`src/ccd_pkg.sv`:
```
// Operation
// - Output stays low for low-count field plus one input cycles.
// - Output stays high for high-count field plus one input cycles.
// - Bypass bit stops the divider and passes the input clock through.
// - Clear ignore-sync obeys chip sync; set ignore-sync disregards it.
// - Force bit sets a static output level, only with ignore-sync set.
// - While bypassed the force bit has no effect.
// - Start-level bit picks the first level of the divided clock.
// - Each divider has a 4-bit phase offset field, reset to zero.
// - Channel power-down bit puts all three channel outputs in power-down.
// - Duty-cycle correction is on while its disable bit and the divider one bypass bit are both zero.
package ccd_pkg;
	// ------------------------------------------------------------
	// Register offsets
	// ------------------------------------------------------------
	localparam int AW = 10;
	localparam logic [AW-1:0] OFS_D1_CNT = 10'h193;
	localparam logic [AW-1:0] OFS_D1_CTRL = 10'h194;
	localparam logic [AW-1:0] OFS_CH1_CFG = 10'h195;
	localparam logic [AW-1:0] OFS_D2_CNT = 10'h196;
	localparam logic [AW-1:0] OFS_D2_CTRL = 10'h197;
	// ------------------------------------------------------------
	// Reset values
	// ------------------------------------------------------------
	localparam logic [7:0] RST_D1_CNT = 8'h33;
	localparam logic [7:0] RST_D1_CTRL = 8'h00;
	localparam logic [7:0] RST_CH1_CFG = 8'h00;
	localparam logic [7:0] RST_D2_CNT = 8'h11;
	localparam logic [7:0] RST_D2_CTRL = 8'h00;
	// ------------------------------------------------------------
	// Field positions
	// ------------------------------------------------------------
	localparam int LOW_MSB = 7;
	localparam int LOW_LSB = 4;
	localparam int HIGH_MSB = 3;
	localparam int HIGH_LSB = 0;
	localparam int BYP_BIT = 7;
	localparam int IGN_BIT = 6;
	localparam int FRC_BIT = 5;
	localparam int STH_BIT = 4;
	localparam int PH_MSB = 3;
	localparam int PH_LSB = 0;
	localparam int PD_BIT = 2;
	localparam int DCC_BIT = 0;
	localparam logic [7:0] CH_CFG_MASK = 8'h05;
	localparam int CH_OUTS = 3;
endpackage : ccd_pkg

```
`src/ccd_div_core.sv`:
```
module ccd_div_core #(
	parameter int CW = 4
) (
	input wire logic clk_sys, // System clock
	input wire logic rstn, // Async reset, active low
	input wire logic in_rise, // One divider input cycle
	input wire logic src_lvl, // Divider input clock level
	input wire logic [CW-1:0] low_cnt, // Low cycles minus one
	input wire logic [CW-1:0] high_cnt, // High cycles minus one
	input wire logic [CW-1:0] phase, // Phase offset in input cycles
	input wire logic bypass, // Pass input straight through
	input wire logic ignore_sync, // Disregard chip sync
	input wire logic force_hi, // Static level under ignore-sync
	input wire logic start_hi, // First level after start
	input wire logic sync_act, // Chip-level sync, held while high
	output logic div_out_r // Divider output
);
	typedef enum logic [1:0] {CCD_HOLD, CCD_PHASE, CCD_RUN} ccd_state_e;

	// ------------------------------------------------------------
	// Parameter check
	// ------------------------------------------------------------
	if (CW < 2) begin : g_bad_cw
		$error("ccd_div_core: CW must be at least 2");
	end

	ccd_state_e state_r, state_nxt;
	logic [CW-1:0] cnt_r, cnt_nxt;
	logic out_nxt;

	// Next state: bypass, then forced level, then sync hold, then counting
	always_comb begin
		state_nxt = state_r;
		cnt_nxt = cnt_r;
		out_nxt = div_out_r;
		if (bypass) begin
			state_nxt = CCD_HOLD;
			cnt_nxt = '0;
			out_nxt = src_lvl;
		end else if (ignore_sync) begin
			state_nxt = CCD_HOLD;
			cnt_nxt = '0;
			out_nxt = force_hi;
		end else if (sync_act) begin
			state_nxt = CCD_HOLD;
			cnt_nxt = '0;
			out_nxt = start_hi;
		end else begin
			case (state_r)
				CCD_HOLD: begin
					out_nxt = start_hi;
					cnt_nxt = '0;
					state_nxt = (phase == '0) ? CCD_RUN : CCD_PHASE;
				end
				CCD_PHASE: begin
					if (in_rise) begin
						if (cnt_r == CW'(phase - 1'b1)) begin
							state_nxt = CCD_RUN;
							cnt_nxt = '0;
						end else begin
							cnt_nxt = CW'(cnt_r + 1'b1);
						end
					end
				end
				CCD_RUN: begin
					if (in_rise) begin
						if (cnt_r == (div_out_r ? high_cnt : low_cnt)) begin
							out_nxt = ~div_out_r;
							cnt_nxt = '0;
						end else begin
							cnt_nxt = CW'(cnt_r + 1'b1);
						end
					end
				end
				default: begin
					state_nxt = CCD_HOLD;
				end
			endcase
		end
	end

	// State registers
	always_ff @(posedge clk_sys or negedge rstn) begin
		if (!rstn) begin
			state_r <= CCD_HOLD;
			cnt_r <= '0;
			div_out_r <= 1'b0;
		end else begin
			state_r <= state_nxt;
			cnt_r <= cnt_nxt;
			div_out_r <= out_nxt;
		end
	end

	wire logic free_run = !bypass && !ignore_sync && !sync_act;
endmodule : ccd_div_core

```
`src/ccd_top.sv`:
```
module ccd_top (
	input wire logic clk_sys, // System clock, 40 MHz
	input wire logic rstn, // Async reset, active low
	input wire logic reg_we, // Register write strobe
	input wire logic reg_re, // Register read strobe
	input wire logic [ccd_pkg::AW-1:0] reg_addr, // Register address
	input wire logic [7:0] reg_wdata, // Register write data
	output logic [7:0] reg_rdata_r, // Register read data, one cycle after read
	input wire logic src_clk, // Divider input clock level
	input wire logic sync_act, // Chip-level sync, active high
	output logic div1_out_r, // Divider one output
	output logic div2_out_r, // Divider two output
	output logic [ccd_pkg::CH_OUTS-1:0] ch1_out_en_r, // Channel one output enables
	output logic ch1_dcc_on_r // Duty-cycle correction active
);
	logic [7:0] d1_cnt_r, d1_cnt_nxt;
	logic [7:0] d1_ctrl_r, d1_ctrl_nxt;
	logic [7:0] ch1_cfg_r, ch1_cfg_nxt;
	logic [7:0] d2_cnt_r, d2_cnt_nxt;
	logic [7:0] d2_ctrl_r, d2_ctrl_nxt;
	logic [7:0] rdata_nxt;
	logic [ccd_pkg::CH_OUTS-1:0] en_nxt;
	logic dcc_nxt;
	logic src_prev_r;
	wire logic in_rise = src_clk && !src_prev_r;

	// ------------------------------------------------------------
	// Register file
	// ------------------------------------------------------------
	// Write decode and read mux; unmapped reads give zero
	always_comb begin
		d1_cnt_nxt = d1_cnt_r;
		d1_ctrl_nxt = d1_ctrl_r;
		ch1_cfg_nxt = ch1_cfg_r;
		d2_cnt_nxt = d2_cnt_r;
		d2_ctrl_nxt = d2_ctrl_r;
		rdata_nxt = reg_rdata_r;
		if (reg_we) begin
			case (reg_addr)
				ccd_pkg::OFS_D1_CNT: d1_cnt_nxt = reg_wdata;
				ccd_pkg::OFS_D1_CTRL: d1_ctrl_nxt = reg_wdata;
				ccd_pkg::OFS_CH1_CFG: ch1_cfg_nxt = reg_wdata & ccd_pkg::CH_CFG_MASK;
				ccd_pkg::OFS_D2_CNT: d2_cnt_nxt = reg_wdata;
				ccd_pkg::OFS_D2_CTRL: d2_ctrl_nxt = reg_wdata;
				default: ;
			endcase
		end
		if (reg_re) begin
			case (reg_addr)
				ccd_pkg::OFS_D1_CNT: rdata_nxt = d1_cnt_r;
				ccd_pkg::OFS_D1_CTRL: rdata_nxt = d1_ctrl_r;
				ccd_pkg::OFS_CH1_CFG: rdata_nxt = ch1_cfg_r;
				ccd_pkg::OFS_D2_CNT: rdata_nxt = d2_cnt_r;
				ccd_pkg::OFS_D2_CTRL: rdata_nxt = d2_ctrl_r;
				default: rdata_nxt = 8'h00;
			endcase
		end
	end

	// Channel outputs follow the channel register and the divider one bypass bit
	always_comb begin
		en_nxt = ch1_cfg_r[ccd_pkg::PD_BIT] ? '0 : '1;
		dcc_nxt = !ch1_cfg_r[ccd_pkg::DCC_BIT] && !d1_ctrl_r[ccd_pkg::BYP_BIT];
	end

	// Register updates
	always_ff @(posedge clk_sys or negedge rstn) begin
		if (!rstn) begin
			d1_cnt_r <= ccd_pkg::RST_D1_CNT;
			d1_ctrl_r <= ccd_pkg::RST_D1_CTRL;
			ch1_cfg_r <= ccd_pkg::RST_CH1_CFG;
			d2_cnt_r <= ccd_pkg::RST_D2_CNT;
			d2_ctrl_r <= ccd_pkg::RST_D2_CTRL;
			reg_rdata_r <= 8'h00;
			ch1_out_en_r <= '1;
			ch1_dcc_on_r <= 1'b1;
			src_prev_r <= 1'b0;
		end else begin
			d1_cnt_r <= d1_cnt_nxt;
			d1_ctrl_r <= d1_ctrl_nxt;
			ch1_cfg_r <= ch1_cfg_nxt;
			d2_cnt_r <= d2_cnt_nxt;
			d2_ctrl_r <= d2_ctrl_nxt;
			reg_rdata_r <= rdata_nxt;
			ch1_out_en_r <= en_nxt;
			ch1_dcc_on_r <= dcc_nxt;
			src_prev_r <= src_clk;
		end
	end

	// ------------------------------------------------------------
	// Dividers
	// ------------------------------------------------------------
	ccd_div_core #(.CW(4)) u_div1 (
		.clk_sys(clk_sys),
		.rstn(rstn),
		.in_rise(in_rise),
		.src_lvl(src_clk),
		.low_cnt(d1_cnt_r[ccd_pkg::LOW_MSB:ccd_pkg::LOW_LSB]),
		.high_cnt(d1_cnt_r[ccd_pkg::HIGH_MSB:ccd_pkg::HIGH_LSB]),
		.phase(d1_ctrl_r[ccd_pkg::PH_MSB:ccd_pkg::PH_LSB]),
		.bypass(d1_ctrl_r[ccd_pkg::BYP_BIT]),
		.ignore_sync(d1_ctrl_r[ccd_pkg::IGN_BIT]),
		.force_hi(d1_ctrl_r[ccd_pkg::FRC_BIT]),
		.start_hi(d1_ctrl_r[ccd_pkg::STH_BIT]),
		.sync_act(sync_act),
		.div_out_r(div1_out_r)
	);

	ccd_div_core #(.CW(4)) u_div2 (
		.clk_sys(clk_sys),
		.rstn(rstn),
		.in_rise(in_rise),
		.src_lvl(src_clk),
		.low_cnt(d2_cnt_r[ccd_pkg::LOW_MSB:ccd_pkg::LOW_LSB]),
		.high_cnt(d2_cnt_r[ccd_pkg::HIGH_MSB:ccd_pkg::HIGH_LSB]),
		.phase(d2_ctrl_r[ccd_pkg::PH_MSB:ccd_pkg::PH_LSB]),
		.bypass(d2_ctrl_r[ccd_pkg::BYP_BIT]),
		.ignore_sync(d2_ctrl_r[ccd_pkg::IGN_BIT]),
		.force_hi(d2_ctrl_r[ccd_pkg::FRC_BIT]),
		.start_hi(d2_ctrl_r[ccd_pkg::STH_BIT]),
		.sync_act(sync_act),
		.div_out_r(div2_out_r)
	);
endmodule : ccd_top

```
`config.mk`:
```
export PLATFORM = sky130hd
export DESIGN_NAME = ccd_top
export DESIGN_NICKNAME = d
export VERILOG_FILES = /design/src/ccd_pkg.sv /design/src/ccd_div_core.sv /design/src/ccd_top.sv
export SDC_FILE = /design/constraint.sdc
export NUM_CORES = 1
export LEC_CHECK = 0
export BUFFER_PORTS_ARGS = -buffer_cell sky130_fd_sc_hd__buf_2
export CAP_MARGIN = 30
export CORE_UTILIZATION = 55
export DETAILED_ROUTE_END_ITERATION = 10
export GPL_ROUTABILITY_DRIVEN = 0
export PLACE_DENSITY_LB_ADDON = 0.08
export SETUP_SLACK_MARGIN = 0.15
export SYNTH_ARGS = -nofsm -noshare
export SYNTH_HDL_FRONTEND = slang
export SYNTH_SLANG_ARGS = --single-unit
```
`constraint.sdc`:
```
create_clock -name clk_sys -period 3 [get_ports clk_sys]
set_clock_uncertainty 0.15 [all_clocks]
set_input_delay 0.45 -clock clk_sys [delete_from_list [all_inputs] [get_ports clk_sys]]
set_output_delay 0.45 -clock clk_sys [all_outputs]
set_load 0.01 [all_outputs]
```
==> metrics.txt, run 1 <==
pre-CTS setup slack 0.633 ns; relative max-transition margin 50.3%; core area 0.00599 sq mm; final setup margin 0.841 ns; Worst Tran Pin Value 0.745 ns; Crit Path Class flip-flop to flip-flop; family with the most delay on the worst path flip-flops; Routed WL per cell 17.8 um; Post-synth EDFFs 0; Initial DRT Pass Iterations 4; maximum VDD drop 0.272 mV; most common cell in the netlist dfrtp_1; Inserted Diodes 0; Critical Path Sink Type flip-flop; leakage power 1.87 nW; post-synth top area cell dfrtp_1; Seq/Total Area, Yosys 43.0%; row count 28; TritonCTS clock tree built; Syn Inst Count 298; Die Y 81.3 um; Finished Cell Area 0.00389 sq mm; cts hold-fix bufs 0; worst path arrival time 2.22 ns; vias in the first global route 2,380; die extent in x 81.3 um; post-synth top area share 36.9%; period utilisation layout 72.0%; Worst-Skew Late Latency 0.33 ns; RSZ-0062 raised after global routing no; Post-Route Setup TNS 0 ns; required time of the critical path 3.06 ns; final slew viol count 0; hold_ws 0.102 ns; Netlist cell types 55; area added between synthesis and finish 12.4%; drt initial violations 164; synthesized cell area 0.00346 sq mm; Hold/Removal Path Class primary input to asynchronous set/reset pin; ys async rst share 100%; port bufs 37; total global-route track usage 24.7%; critical path cell sequence inv_1 -> ha_1 -> xnor2_1 -> nor3_2 -> nand2_1 -> a32o_1 -> mux2_2; GRT Residual Overflow 0; peak fanout along the critical path 5; Pwr Total 1.85 mW; Synth Register Bits 59; total number of yosys warnings 0; Final setup viols 0; Clock Tree Root clkbuf_8; post-detailed-route DRC marker count 0; placed inst area 0.00368 sq mm; Inserted Clock Buffers 9; hpwl dp 5550 um; Synthesized Nets 333; vias per inst 5.90; maxcap violations 0; final WL 7400 um; post-layout net count 370; post-layout min period 2.16 ns; Cell Pwr Density 475 mW/mm^2; layout cells sized above 1 33.5%; routed vias 2,447; Starting Density 57.7%; status finished clean; initial antenna violation count 0; Clock transition at path regs 0.07 ns; top cells by count, synth dfrtp_1, mux2_2, nand2_1; first-pass GRT wire length 11,900 um; startpoint types flip-flop; IO Count 38; Total Die Area 0.00661 sq mm; final hold violation count 0; clk buf depth 2; largest net degree at the start of global routing 60; Max stage delay on crit path 0.44 ns; postcts setup bufs 0; Avg Cell Area, Syn 11.6 sq um; htree depth 3; Fmax 0.463 GHz; Detail Route Antenna Nets 0; Crit-path slowest cell dfrtp_1; Resized Gates After CTS 0; Top FF cell, synth dfrtp_1; clk sink count 59; top cells by area, synth dfrtp_1, mux2_2, dfstp_2, ha_1, mux2i_1; CP bufs+invs 1
-- layout make-up --
cell class / count / area, sq um
tap: 75 / 93.8
inverter: 13 / 48.8
multi-input combinational: 214 / 1860
clock buffer: 11 / 131
sequential: 59 / 1490
clock inverter: 5 / 77.6
fill: 470 / 2100
timing repair buffer: 38 / 193
-- sequential cells by signal (all words and copies together), names as in the netlist, 2 cells and up --
signal,cells
d1_cnt_r,8
d1_ctrl_r,8
d2_cnt_r,8
d2_ctrl_r,8
reg_rdata_r,8
u_div1.cnt_r,4
u_div2.cnt_r,4
ch1_cfg_r,2
u_div1.state_r,2
u_div2.state_r,2
-- where the power goes --
| part | leakage [nW] | switching, mW | internal, mW |
|---|---|---|---|
| combinational | 0.982 | 0.128 | 0.0964 |
| sequential | 0.785 | 0.0286 | 0.818 |
| clock | 0.103 | 0.310 | 0.465 |
| total | 1.87 | 0.467 | 1.38 |
-- final timing paths --
| kind | startpoint | cells past startpoint | slack (ns) | endpoint |
|---|---|---|---|---|
| max in group asynchronous | rstn | 2 | 2.09 | d1_ctrl_r[1] |
| worst min-delay path | rstn | 2 | 0.10 | u_div2.state_r[0] |
| min in group clk_sys | src_clk | 1 | 0.12 | src_prev_r |
| worst max register to register | d2_ctrl_r[0] | 7 | 0.84 | u_div2.cnt_r[0] |
| worst max-delay path | d2_ctrl_r[0] | 7 | 0.84 | u_div2.cnt_r[0] |
| worst min register to register | ch1_cfg_r[2] | 1 | 0.27 | ch1_out_en_r[1] |
-- per-stage QoR --
step	cells	utilization, %
6_report	415	64.9
5_1_grt	415	64.9
4_1_cts	415	64.9
3_5_place_dp	399	61.4
3_3_place_gp	399	61.4
2_1_floorplan	298	-
-- logic make-up (layout without fill, tap and decap cells) --
| logic type | count (synthesis) | count (layout) | synth area share (%) |
|---|---|---|---|
| buffers and inverters | 25 | 67 | 3.33 |
| AND/OR/NAND/NOR | 76 | 76 | 14.2 |
| AO/OA/AOI/OAI | 46 | 46 | 10.3 |
| XOR/XNOR | 21 | 21 | 6.15 |
| flip-flops | 59 | 59 | 43.0 |
| adder cells (fa/ha/maj) | 11 | 11 | 3.98 |
| multiplexers | 60 | 60 | 19.1 |
-- cells in the final DEF (no fill, tap or decap), types with 2 or more instances in the layout --
cell / n
a21oi_1: 10
a221o_1: 7
a22o_1: 2
a22oi_1: 7
a31oi_1: 2
and2_1: 3
and4b_1: 2
buf_2: 37
bufinv_16: 2
clkbuf_1: 2
clkbuf_8: 9
clkinv_2: 2
dfrtp_1: 51
dfstp_2: 8
ha_1: 11
inv_1: 13
mux2_1: 4
mux2_2: 43
mux2i_1: 13
nand2_1: 18
nand2b_1: 4
nand3_1: 7
nand4_1: 3
nand4_2: 2
nor2_1: 11
nor2b_1: 5
nor3_1: 4
nor3_2: 2
nor3b_1: 3
nor4_1: 2
nor4_4: 2
o211a_1: 2
o21ai_0: 5
xnor2_1: 11
xor2_1: 8
-- metal layers --
| metal | part of all wire (%) | GRT usage [%] | vias up | routed length, um |
|---|---|---|---|---|
| met5 | 0 | 0 | - | 0 |
| met4 | 1.0 | 8.39 | 0 | 75 |
| met1 | 49 | 35.8 | 1218 | 3600 |
| met3 | 3.6 | 3.93 | 8 | 268 |
| met2 | 47 | 37.3 | 49 | 3450 |
| li1 | - | - | 1172 | - |
(Power assumes the default switching activity.)
==> inputs of run 2 (changes only) <==
==> constraint.sdc (replaced) <==
create_clock -name clk_sys -period 2.3 [get_ports clk_sys]
set_clock_uncertainty 0.15 [all_clocks]
set_input_delay 0.345 -clock clk_sys [delete_from_list [all_inputs] [get_ports clk_sys]]
set_output_delay 0.345 -clock clk_sys [all_outputs]
set_load 0.01 [all_outputs]
==> metrics.txt, run 2 (synthesis gave the netlist of run 1 again) <==
status finished clean; Crit Path Class flip-flop to flip-flop; area added between synthesis and finish 16.9%; clk buf depth 2; Clock Tree Root clkbuf_8; drt initial violations 131; Die Y 81.3 um; Critical Path Sink Type flip-flop; required time of the critical path 2.38 ns; first-pass GRT wire length 11,800 um; final setup margin 0.203 ns; Final setup viols 0; RSZ-0062 raised after global routing no; initial antenna violation count 0; hpwl dp 5760 um; most frequent cells in the layout dfrtp_1, mux2_2, buf_2; core area 0.00599 sq mm; relative max-transition margin 61.0%; final hold violation count 0; leakage power 1.96 nW; total global-route track usage 24.7%; most common cell after layout, fill and taps aside dfrtp_1; post-layout min period 2.10 ns; Worst-Skew Late Latency 0.34 ns; Worst Tran Pin Value 0.584 ns; period utilisation layout 91.2%; worst path arrival time 2.17 ns; peak fanout along the critical path 3; final WL 7610 um; Placed Cells 406; Initial DRT Pass Iterations 4; vias in the first global route 2,324; Total Die Area 0.00661 sq mm; fin cells 425; Routed WL per cell 17.9 um; Hold/Removal Path Class primary input to flip-flop; die extent in x 81.3 um; Inserted Diodes 0; final slew viol count 0; Pwr Total 2.50 mW; Inserted Clock Buffers 9; GRT Residual Overflow 0; htree depth 3; pre-CTS setup slack 0.121 ns; Fmax 0.477 GHz; port bufs 37; IO Count 38; layout cells sized above 1 38.3%; Detail Route Antenna Nets 0; maximum VDD drop 0.486 mV; maxcap violations 0; startpoint types flip-flop; Post-Route Setup TNS 0 ns; routed vias 2,509; clk sink count 59; Clock transition at path regs 0.07 ns; post-detailed-route DRC marker count 0; vias per inst 5.90; Starting Density 57.7%; largest net degree at the start of global routing 36; row count 28; post-layout net count 380; Cell Pwr Density 620 mW/mm^2; TritonCTS clock tree built
[run 2: cell types whose count changed in the layout (fill, tap and decap cells not counted), moves of 2 or more]
cell	change
clkbuf_8	+2
dfrtp_1	-2
ha_2	+2
ha_1	-2
dfrtp_2	+2
buf_4	+8
[run 2: critical path, cell delays in order (launching register included)]
cell,delay (ns)
dfrtp_1,0.40
inv_1,0.07
ha_2,0.18
xor3_1,0.26
nor3_4,0.25
nand2_1,0.11
a32o_1,0.30
mux2_2,0.26
[run 2: final timing paths]
kind,endpoint,depth (start not counted),slack [ns],startpoint
setup / recovery,u_div2.cnt_r[0],7,0.20,d2_ctrl_r[1]
hold / removal,src_prev_r,1,0.01,src_clk
setup reg to reg,u_div2.cnt_r[0],7,0.20,d2_ctrl_r[1]
hold reg to reg,ch1_dcc_on_r,1,0.27,ch1_cfg_r[0]
max in group asynchronous,ch1_out_en_r[1],3,0.96,rstn
min in group asynchronous,u_div2.cnt_r[3],2,0.38,rstn
[run 2: repair_timing]
item / 4_1_cts / 5_1_grt
setup buffers: 0 / 2
endpoints found under the setup margin: 0 / 6
hold buffers: 1 / 0
endpoints found under the hold margin: 22 / 0
resized for setup: 0 / 13
[run 2: power by group]
group / switching [mW] / total [mW] / internal (mW) / leakage, nW
logic: 0.176 / 0.318 / 0.143 / 1.07
clock network: 0.416 / 1.08 / 0.668 / 0.113
registers: 0.0352 / 1.10 / 1.07 / 0.782
total: 0.627 / 2.50 / 1.88 / 1.96
[run 2: layout make-up]
class / count / area [sq um]
Sequential cell: 59 / 1490
Multi-Input combinational cell: 214 / 1900
Clock buffer: 12 / 155
Clock inverter: 4 / 72.6
Fill cell: 461 / 1950
Inverter: 13 / 48.8
Tap cell: 75 / 93.8
Timing Repair Buffer: 48 / 283
[run 2: through the flow]
step           utilization [%]  hold WS (ns)  cell area [sq um]
2_1_floorplan                -        -0.101               3460
3_3_place_gp              62.5         0.218               3740
3_5_place_dp              62.5         0.227               3740
4_1_cts                   66.5      0.000134               3980
5_1_grt                   67.5       0.00662               4040
6_report                  67.5        0.0123               4040
[run 2: routing by layer]
metal / vias up / wire length, um / track usage [%]
met5: - / 0 / 0
li1: 1182 / - / -
met3: 11 / 398 / 7.75
met4: 0 / 121 / 7.50
met2: 51 / 3590 / 37.9
met1: 1265 / 3500 / 33.1
